### config.mk
export PLATFORM = sky130hd
export DESIGN_NAME = atr_bank
export DESIGN_NICKNAME = d
export VERILOG_FILES = /design/src/common/atr_pkg.sv /design/src/atr_bank.sv
export SDC_FILE = /design/constraint.sdc
export NUM_CORES = 1
export LEC_CHECK = 0
export ABC_AREA = 1
export BUFFER_PORTS_ARGS = -buffer_cell sky130_fd_sc_hd__buf_2
export CAP_MARGIN = 30
export CORE_UTILIZATION = 46
export DETAILED_ROUTE_END_ITERATION = 10
export PLACE_DENSITY = 0.7
export SKIP_CTS_REPAIR_TIMING = 1
export SLEW_MARGIN = 30
export SYNTH_ARGS = -nofsm -noshare
export SYNTH_HDL_FRONTEND = slang
export SYNTH_SLANG_ARGS = --single-unit
### constraint.sdc
create_clock -name sys_clk -period 6.1 [get_ports sys_clk]
set_input_delay 1.22 -clock sys_clk [delete_from_list [all_inputs] [get_ports sys_clk]]
set_output_delay 1.22 -clock sys_clk [all_outputs]
set_load 0.02 [all_outputs]
### src/common/atr_pkg.sv
package atr_pkg;
	// =====================================================
	// Register map (printed offsets are indices; byte address = 4 x index)
	localparam logic [11:0] ATR_IDX_WORD_ONE = 12'h00a0;
	localparam logic [11:0] ATR_IDX_WORD_TWO = 12'h00a2;
	localparam logic [11:0] ATR_IDX_STATUS = 12'h00a3;
	localparam logic [11:0] ATR_ADDR_WORD_ONE = ATR_IDX_WORD_ONE << 2;
	localparam logic [11:0] ATR_ADDR_WORD_TWO = ATR_IDX_WORD_TWO << 2;
	localparam logic [11:0] ATR_ADDR_STATUS = ATR_IDX_STATUS << 2;
	localparam logic [31:0] ATR_RST_WORD = 32'h0000_0000;
	localparam int ATR_PARITY_BIT = 31;

	// =====================================================
	// Clock and timing
	localparam int ATR_CLK_MHZ = 25;
	localparam int ATR_GLITCH_NS [4] = '{0, 200, 500, 1000};

	// =====================================================
	// Code tables
	localparam logic [7:0] ATR_BRAKE_EXIT_PERMILLE [4] = '{8'h19, 8'h32, 8'h4b, 8'h64};
	localparam logic [7:0] ATR_PERSIST_MS [4] = '{8'h01, 8'h05, 8'h32, 8'h64};
	localparam logic [11:0] ATR_TIMEOUT_MS [4] = '{12'h01f4, 12'h02ee, 12'h03e8, 12'h07d0};
	localparam logic [11:0] ATR_BEMF_MV [8] = '{12'h0000, 12'h0064, 12'h00c8, 12'h01f4,
		12'h03e8, 12'h07d0, 12'h09c4, 12'h0bb8};
	localparam logic [7:0] ATR_SPEED_PCT [4] = '{8'h0f, 8'h19, 8'h23, 8'h32};
	localparam logic [7:0] ATR_ACCEL_DHZ [8] = '{8'h01, 8'h05, 8'h0a, 8'h14, 8'h1e, 8'h32, 8'h64, 8'hc8};
	localparam logic [7:0] ATR_DECEL_PCT [8] = '{8'h32, 8'h3c, 8'h46, 8'h50, 8'h5a, 8'h64, 8'h7d, 8'h96};
	localparam logic [7:0] ATR_CURR_STEP_PCT = 8'h0a;

	// =====================================================
	// Field layout of the first tuning word
	typedef struct packed {
		logic parity;
		logic [1:0] brake_exit_sel;
		logic [1:0] glitch_filter_sel;
		logic quick_spin_detect_on;
		logic [1:0] stopped_persist_sel;
		logic [1:0] running_persist_sel;
		logic [1:0] spin_detect_timeout_sel;
		logic [2:0] handoff_min_back_emf_sel;
		logic [5:0] reserved;
		logic [2:0] estimation_current_ref_sel;
		logic [1:0] estimation_speed_ref_sel;
		logic [2:0] estimation_accel_sel;
		logic [2:0] reverse_decel_scale_sel;
	} atr_word_one_type;

	// Settings decoded into physical units for the algorithm engines
	typedef struct packed {
		logic [7:0] brake_exit_permille;
		logic [7:0] glitch_cycles;
		logic quick_spin_detect_on;
		logic [7:0] stopped_persist_ms;
		logic [7:0] running_persist_ms;
		logic [11:0] spin_detect_timeout_ms;
		logic [11:0] handoff_min_back_emf_mv;
		logic [7:0] estimation_current_pct;
		logic [7:0] estimation_speed_pct;
		logic [7:0] estimation_accel_dhz;
		logic [7:0] reverse_decel_pct;
	} atr_decoded_type;
endpackage

### src/atr_bank.sv
`timescale 1ns/1ps
module atr_bank import atr_pkg::*; (
	// Clock and reset
	input wire logic sys_clk,
	input wire logic rst_n,
	// APB slave
	input wire logic psel,
	input wire logic penable,
	input wire logic pwrite,
	input wire logic [11:0] paddr,
	input wire logic [31:0] pwdata,
	input wire logic [3:0] pstrb,
	output logic [31:0] prdata,
	output logic pready,
	output logic pslverr,
	// Settings to the algorithm engines
	output atr_word_one_type word_one,
	output logic [31:0] word_two,
	output atr_decoded_type decoded
);

	// =====================================================
	// Bus decode
	logic pready_r;
	logic pslverr_r;
	logic [31:0] prdata_r;
	atr_word_one_type word_one_r;
	logic [31:0] word_two_r;
	atr_decoded_type decoded_r;
	atr_decoded_type decoded_nxt;

	wire logic access = psel & penable;
	wire logic answer = access & ~pready_r;
	wire logic commit = access & pready_r;
	wire logic hit_one = paddr == ATR_ADDR_WORD_ONE;
	wire logic hit_two = paddr == ATR_ADDR_WORD_TWO;
	wire logic hit_stat = paddr == ATR_ADDR_STATUS;
	wire logic mapped = hit_one | hit_two | (hit_stat & ~pwrite);
	wire logic wr_one = commit & pwrite & hit_one;
	wire logic wr_two = commit & pwrite & hit_two;

	// Byte-lane merge; unmapped offsets in the group are never altered
	wire logic [31:0] one_nxt;
	wire logic [31:0] two_nxt;
	for (genvar lane = 0; lane < 4; lane++) begin : g_lane
		wire logic take = pstrb[lane];
		assign one_nxt[lane*8 +: 8] = take ? pwdata[lane*8 +: 8] : word_one_r[lane*8 +: 8];
		assign two_nxt[lane*8 +: 8] = take ? pwdata[lane*8 +: 8] : word_two_r[lane*8 +: 8];
	end

	// Parity is stored as written; status flags a word whose odd count disagrees
	wire logic [32:0] one_par_run;
	wire logic [32:0] two_par_run;
	assign one_par_run[0] = 1'b0;
	assign two_par_run[0] = 1'b0;
	for (genvar bit_i = 0; bit_i < 32; bit_i++) begin : g_par
		assign one_par_run[bit_i + 1] = one_par_run[bit_i] ^ word_one_r[bit_i];
		assign two_par_run[bit_i + 1] = two_par_run[bit_i] ^ word_two_r[bit_i];
	end
	wire logic one_par_bad = one_par_run[32];
	wire logic two_par_bad = two_par_run[32];
	wire logic [31:0] status_word = {30'h0000_0000, two_par_bad, one_par_bad};

	wire logic [31:0] rd_mux = hit_one ? word_one_r : hit_two ? word_two_r : hit_stat ? status_word : 32'h0000_0000;

	// =====================================================
	// APB answer: one wait state so that every bus output is a flop
	always_ff @(posedge sys_clk or negedge rst_n) begin
		if (!rst_n) begin
			pready_r <= 1'b0;
			pslverr_r <= 1'b0;
			prdata_r <= ATR_RST_WORD;
		end else begin
			pready_r <= answer;
			pslverr_r <= answer & ~mapped;
			prdata_r <= (answer & ~pwrite) ? rd_mux : ATR_RST_WORD;
		end
	end

	// =====================================================
	// Tuning words, taken at the edge where pready is sampled high
	always_ff @(posedge sys_clk or negedge rst_n) begin
		if (!rst_n) begin
			word_one_r <= ATR_RST_WORD;
			word_two_r <= ATR_RST_WORD;
		end else begin
			if (wr_one) begin
				word_one_r <= one_nxt;
			end
			if (wr_two) begin
				word_two_r <= two_nxt;
			end
		end
	end

	// =====================================================
	// Active-brake exit threshold in tenths of a percent
	wire logic [1:0] brake_code = word_one_r.brake_exit_sel;
	wire logic [7:0] brake_val = ATR_BRAKE_EXIT_PERMILLE[brake_code];

	// =====================================================
	// Speed pin glitch filter; rounds up to whole clocks, so never shorter than asked
	wire logic [1:0] glitch_code = word_one_r.glitch_filter_sel;
	wire logic [7:0] glitch_val = 8'((ATR_GLITCH_NS[glitch_code] * ATR_CLK_MHZ + 999) / 1000);

	// =====================================================
	// Fast initial speed detection
	wire logic quick_val = word_one_r.quick_spin_detect_on;

	// =====================================================
	// Stop and run persistence in ms
	wire logic [1:0] stop_code = word_one_r.stopped_persist_sel;
	wire logic [7:0] stop_val = ATR_PERSIST_MS[stop_code];
	wire logic [1:0] run_code = word_one_r.running_persist_sel;
	wire logic [7:0] run_val = ATR_PERSIST_MS[run_code];

	// =====================================================
	// Speed detection timeout in ms
	wire logic [1:0] timeout_code = word_one_r.spin_detect_timeout_sel;
	wire logic [11:0] timeout_val = ATR_TIMEOUT_MS[timeout_code];

	// =====================================================
	// Minimum back EMF for handoff in mV
	wire logic [2:0] bemf_code = word_one_r.handoff_min_back_emf_sel;
	wire logic [11:0] bemf_val = ATR_BEMF_MV[bemf_code];

	// =====================================================
	// Estimation current reference; linear steps, so computed rather than tabled
	wire logic [2:0] current_code = word_one_r.estimation_current_ref_sel;
	wire logic [7:0] current_val = 8'(({5'h00, current_code} + 8'h01) * ATR_CURR_STEP_PCT);

	// =====================================================
	// Estimation speed reference in percent
	wire logic [1:0] speed_code = word_one_r.estimation_speed_ref_sel;
	wire logic [7:0] speed_val = ATR_SPEED_PCT[speed_code];

	// =====================================================
	// Estimation acceleration in tenths of Hz/s
	wire logic [2:0] accel_code = word_one_r.estimation_accel_sel;
	wire logic [7:0] accel_val = ATR_ACCEL_DHZ[accel_code];

	// =====================================================
	// Reverse-drive deceleration as percent of acceleration
	wire logic [2:0] decel_code = word_one_r.reverse_decel_scale_sel;
	wire logic [7:0] decel_val = ATR_DECEL_PCT[decel_code];

	// =====================================================
	// Gather the decoded settings
	always_comb begin
		decoded_nxt.brake_exit_permille = brake_val;
		decoded_nxt.glitch_cycles = glitch_val;
		decoded_nxt.quick_spin_detect_on = quick_val;
		decoded_nxt.stopped_persist_ms = stop_val;
		decoded_nxt.running_persist_ms = run_val;
		decoded_nxt.spin_detect_timeout_ms = timeout_val;
		decoded_nxt.handoff_min_back_emf_mv = bemf_val;
		decoded_nxt.estimation_current_pct = current_val;
		decoded_nxt.estimation_speed_pct = speed_val;
		decoded_nxt.estimation_accel_dhz = accel_val;
		decoded_nxt.reverse_decel_pct = decel_val;
	end

	// Registered so the engines see a clean, glitch-free setting
	always_ff @(posedge sys_clk or negedge rst_n) begin
		if (!rst_n) begin
			decoded_r <= '0;
		end else begin
			decoded_r <= decoded_nxt;
		end
	end

	// =====================================================
	// Outputs
	assign prdata = prdata_r;
	assign pready = pready_r;
	assign pslverr = pslverr_r;
	assign word_one = word_one_r;
	assign word_two = word_two_r;
	assign decoded = decoded_r;

endmodule

==> impl_metrics.tcl <==
set metrics [dict create \
    run_status "completed" \
    top_layer "met4" \
    static-leakage-power_uw 0.005377 \
    dpl_worst_slack_ns 2.072 \
    largest_net_degree_at_the_start_of_global_routing 67 \
    timing.clock.skew_ns 0.01055 \
    clock_tree_from_tritoncts "built" \
    timing_hold_violations_final 0 \
    detail_route.first_pass.iterations 5 \
    sequential_to_total_area_share_from_yosys_stat_pct 52.87 \
    layout.cell_area.non_filler_um2 9873 \
    die_height_um 134.7 \
    path_class "reg2reg" \
    fin_ws_ns 2.078 \
    floorplan.die.width_um 134.7 \
    nNetsFinal 1157 \
    met3_length_um 1127 \
    number_of_global_route_vias_before_repair 6017 \
    cts_htree_levels 4 \
    worst_slew_pin_slew_ns 0.8760 \
    worst_ir_drop_on_vdd_uv 200.5 \
    ys_warn_count 0 \
    vias 6423 \
    placement_rows 48 \
    post_placement_cell_area_um2 9299 \
    holdCritPathClass "reg2reg" \
    wire_per_inst_um 15.45 \
    timing_max_transition_violations_final 0 \
    buffers_added_on_ports 227 \
    unrepaired_setup_endpoints_after_global_routing "false" \
    met1_wirelength_um 8866 \
    max_freq_ghz 0.2487 \
    place.detailed.hpwl_um 14640 \
    floorplan.core_area_um2 17240 \
    timing.max_slew.rel_slack_pct 41.52 \
    routed_wirelength_um 20100 \
    insertion_delay_ns 0.43 \
    vias_per_cell 4.937 \
    finalCritPeriodShare_pct 65.93 \
    detail-route-antenna-nets 0 \
    synthToLayoutAreaGrowth_pct 21.98 \
    power_uw 2262 \
    dr.first_iter.drc_count 415 \
    cts-buffers-inserted 17 \
    hold_slack_ns 0.4823 \
    critical_path_start_type "register" \
    antenna_found_initial 0 \
    ctsLongestPathBuffers 2 \
    drv.max_cap_violation_count 0 \
    cts.sinks 171 \
    netlist_instances 854 \
    setup.worst_path.end_class "register" \
    synthesis.area_um2 8094 \
    avg_inst_size_synth_um2 9.478 \
    synth.distinct_cells 42 \
    report.final.setup_viol 0 \
    hold_path.startpoint "run_code[1]" \
    timing.final.crit_period_ns 4.022 \
    floorplan.die_area_um2 18130 \
    met2_length_um 9624 \
    crit_required_ns 6.41 \
    grt_remaining_overflow 0 \
    cts_root_buf "sky130_fd_sc_hd__clkbuf_16" \
    pwr_density_cell_nw_per_um2 229.1 \
    postSynthRegisterBits 171 \
    timing.setup.tns_ns 0 \
    diodes 0 \
    fill_cells 1529 \
    remaining_drc_errors 0 \
    global_route_wire_length_before_repair_um 31820 \
    worstReg2RegStart "glitch_code[0]" \
    grt.total_usage_pct 23.07 \
    place_congestion 0.8774 \
    num_io_pins 240 \
    initial_utilization_pct 46.96 \
    crit_path_max_fanout 15 \
    timing.critical_path.from "glitch_code[0]" \
    fraction_of_layout_instances_using_a_drive_strength_above_1_pct 28.25 \
    clk_pin_slew_worst_paths_ns 0.07 \
    critical_path_arrival_ns 4.33 \
]
-- Yosys cell counts (all sizes together) --
cell type	number	area [um2]
mux2i	2	20.02
nand4	13	81.33
nand2	186	750.7
and2	1	6.260
o31ai	1	7.510
a211oi	13	97.59
a21oi	40	200.2
conb	2	7.510
ha	38	475.5
a221oi	2	17.52
nor4	5	31.28
o21a	1	7.510
inv	107	401.6
o21ai	71	362.8
nor3	8	62.56
or2	4	25.02
clkinv	2	8.750
clkbuf	17	63.81
buf	31	219.0
nand3	38	245.2
fa	1	20.02
nand3b	4	30.03
xor2	23	201.4
xnor2	35	306.5
a2111oi	1	8.760
o21bai	1	11.26
dfrtp	171	4279
nor2	36	145.1
-- routing by layer --
layer	track usage, %	up-vias
met2	36.83	245
met5	0	-
li1	-	3101
met1	30.66	3041
met4	9.551	0
met3	4.767	36
-- stage by stage --
| stage | instances | utilization [%] |
|---|---|---|
| after floorplan | 865 | - |
| after global placement | 1271 | 53.92 |
| after global routing | 1301 | 57.28 |
| after detailed placement | 1271 | 53.95 |
| after CTS | 1301 | 57.28 |
| final | 1301 | 57.28 |
-- registers in the layout, summed over array words and instances (netlist names), 3 cells and up --
signal / count
decoded: 73
prdata: 32
word_two: 32
word_one: 7
accel_code: 3
bemf_code: 3
current_code: 3
decel_code: 3
-- critical path, stage by stage, from the launching register on --
cell,delay (ns)
sky130_fd_sc_hd__dfrtp_1,0.59
sky130_fd_sc_hd__ha_1,0.58
sky130_fd_sc_hd__ha_1,0.38
sky130_fd_sc_hd__inv_1,0.09
sky130_fd_sc_hd__nand4_1,0.07
sky130_fd_sc_hd__nand2_1,0.10
sky130_fd_sc_hd__nand2_2,0.08
sky130_fd_sc_hd__nor3_4,0.28
sky130_fd_sc_hd__nand2_4,0.13
sky130_fd_sc_hd__nand2_2,0.09
sky130_fd_sc_hd__nand2_2,0.08
sky130_fd_sc_hd__nand2_2,0.12
sky130_fd_sc_hd__nand3_4,0.11
sky130_fd_sc_hd__nand2_1,0.09
sky130_fd_sc_hd__nand3_1,0.08
sky130_fd_sc_hd__nor2_1,0.09
sky130_fd_sc_hd__nand2_1,0.11
sky130_fd_sc_hd__nand3_4,0.09
sky130_fd_sc_hd__o21ai_2,0.06
sky130_fd_sc_hd__o21ai_1,0.15
sky130_fd_sc_hd__nor2_1,0.09
sky130_fd_sc_hd__nand2_2,0.10
sky130_fd_sc_hd__nand2_1,0.05
sky130_fd_sc_hd__nand3_1,0.06
sky130_fd_sc_hd__nand2_1,0.05
sky130_fd_sc_hd__nor2_1,0.10
sky130_fd_sc_hd__nand2_1,0.06
-- layout by cell type, fill, tap and decap left out, types with 3 or more instances in the layout --
master / count
sky130_fd_sc_hd__nor4_1: 5
sky130_fd_sc_hd__xor2_1: 23
sky130_fd_sc_hd__nand4_1: 13
sky130_fd_sc_hd__clkbuf_16: 17
sky130_fd_sc_hd__inv_1: 100
sky130_fd_sc_hd__conb_1: 13
sky130_fd_sc_hd__nand2_1: 169
sky130_fd_sc_hd__buf_2: 226
sky130_fd_sc_hd__a211oi_1: 13
sky130_fd_sc_hd__nand3b_1: 4
sky130_fd_sc_hd__clkinvlp_4: 3
sky130_fd_sc_hd__inv_6: 4
sky130_fd_sc_hd__ha_1: 38
sky130_fd_sc_hd__a21oi_1: 40
sky130_fd_sc_hd__dfrtp_1: 171
sky130_fd_sc_hd__nand3_1: 30
sky130_fd_sc_hd__or2_2: 4
sky130_fd_sc_hd__inv_2: 7
sky130_fd_sc_hd__nor3_1: 6
sky130_fd_sc_hd__xnor2_1: 35
sky130_fd_sc_hd__o21ai_0: 67
sky130_fd_sc_hd__nor2_1: 33
sky130_fd_sc_hd__nand3_2: 6
sky130_fd_sc_hd__nand2_2: 15
-- report_power, final --
| part | internal [uW] | switching (uW) |
|---|---|---|
| Combinational | 16.9 | 48.2 |
| Sequential | 1130 | 0.657 |
| Clock | 583 | 479 |
| Total | 1730 | 528 |
-- cell families after synthesis --
logic type,after synthesis,synth area share [%]
and+or+nand+nor,295,17.02
DFF,171,52.87
buffers and inverters,157,8.564
AOI/OAI and AO/OA,130,8.811
xor gates and xnor gates,58,6.276
adders and majority gates,39,6.122
other,2,0.09278
muxes,2,0.2473
-- area by class of cell --
| cell class | count | area [um2] | area share [%] |
|---|---|---|---|
| clock buffers | 18 | 439.2 | 4.448 |
| well taps | 225 | 281.5 | 2.851 |
| repair buffers | 229 | 1157 | 11.72 |
| clock inverters | 12 | 135.1 | 1.369 |
| flip-flops and latches | 171 | 4279 | 43.34 |
| inverters | 109 | 410.4 | 4.157 |
| multi-input cells | 537 | 3171 | 32.11 |
-- final timing paths --
| kind | end | slack (ns) | depth (start not counted) |
|---|---|---|---|
| worst min-delay path | decoded[61] | 0.48 | 0 |
| worst max-delay path | decoded[74] | 2.08 | 26 |
| min in group asynchronous | decoded[52] | 0.72 | 1 |
| worst min register to register | decoded[61] | 0.48 | 0 |
| max in group asynchronous | accel_code[1] | 4.20 | 2 |
| worst max register to register | decoded[74] | 2.08 | 26 |
(Power assumes the default switching activity.)
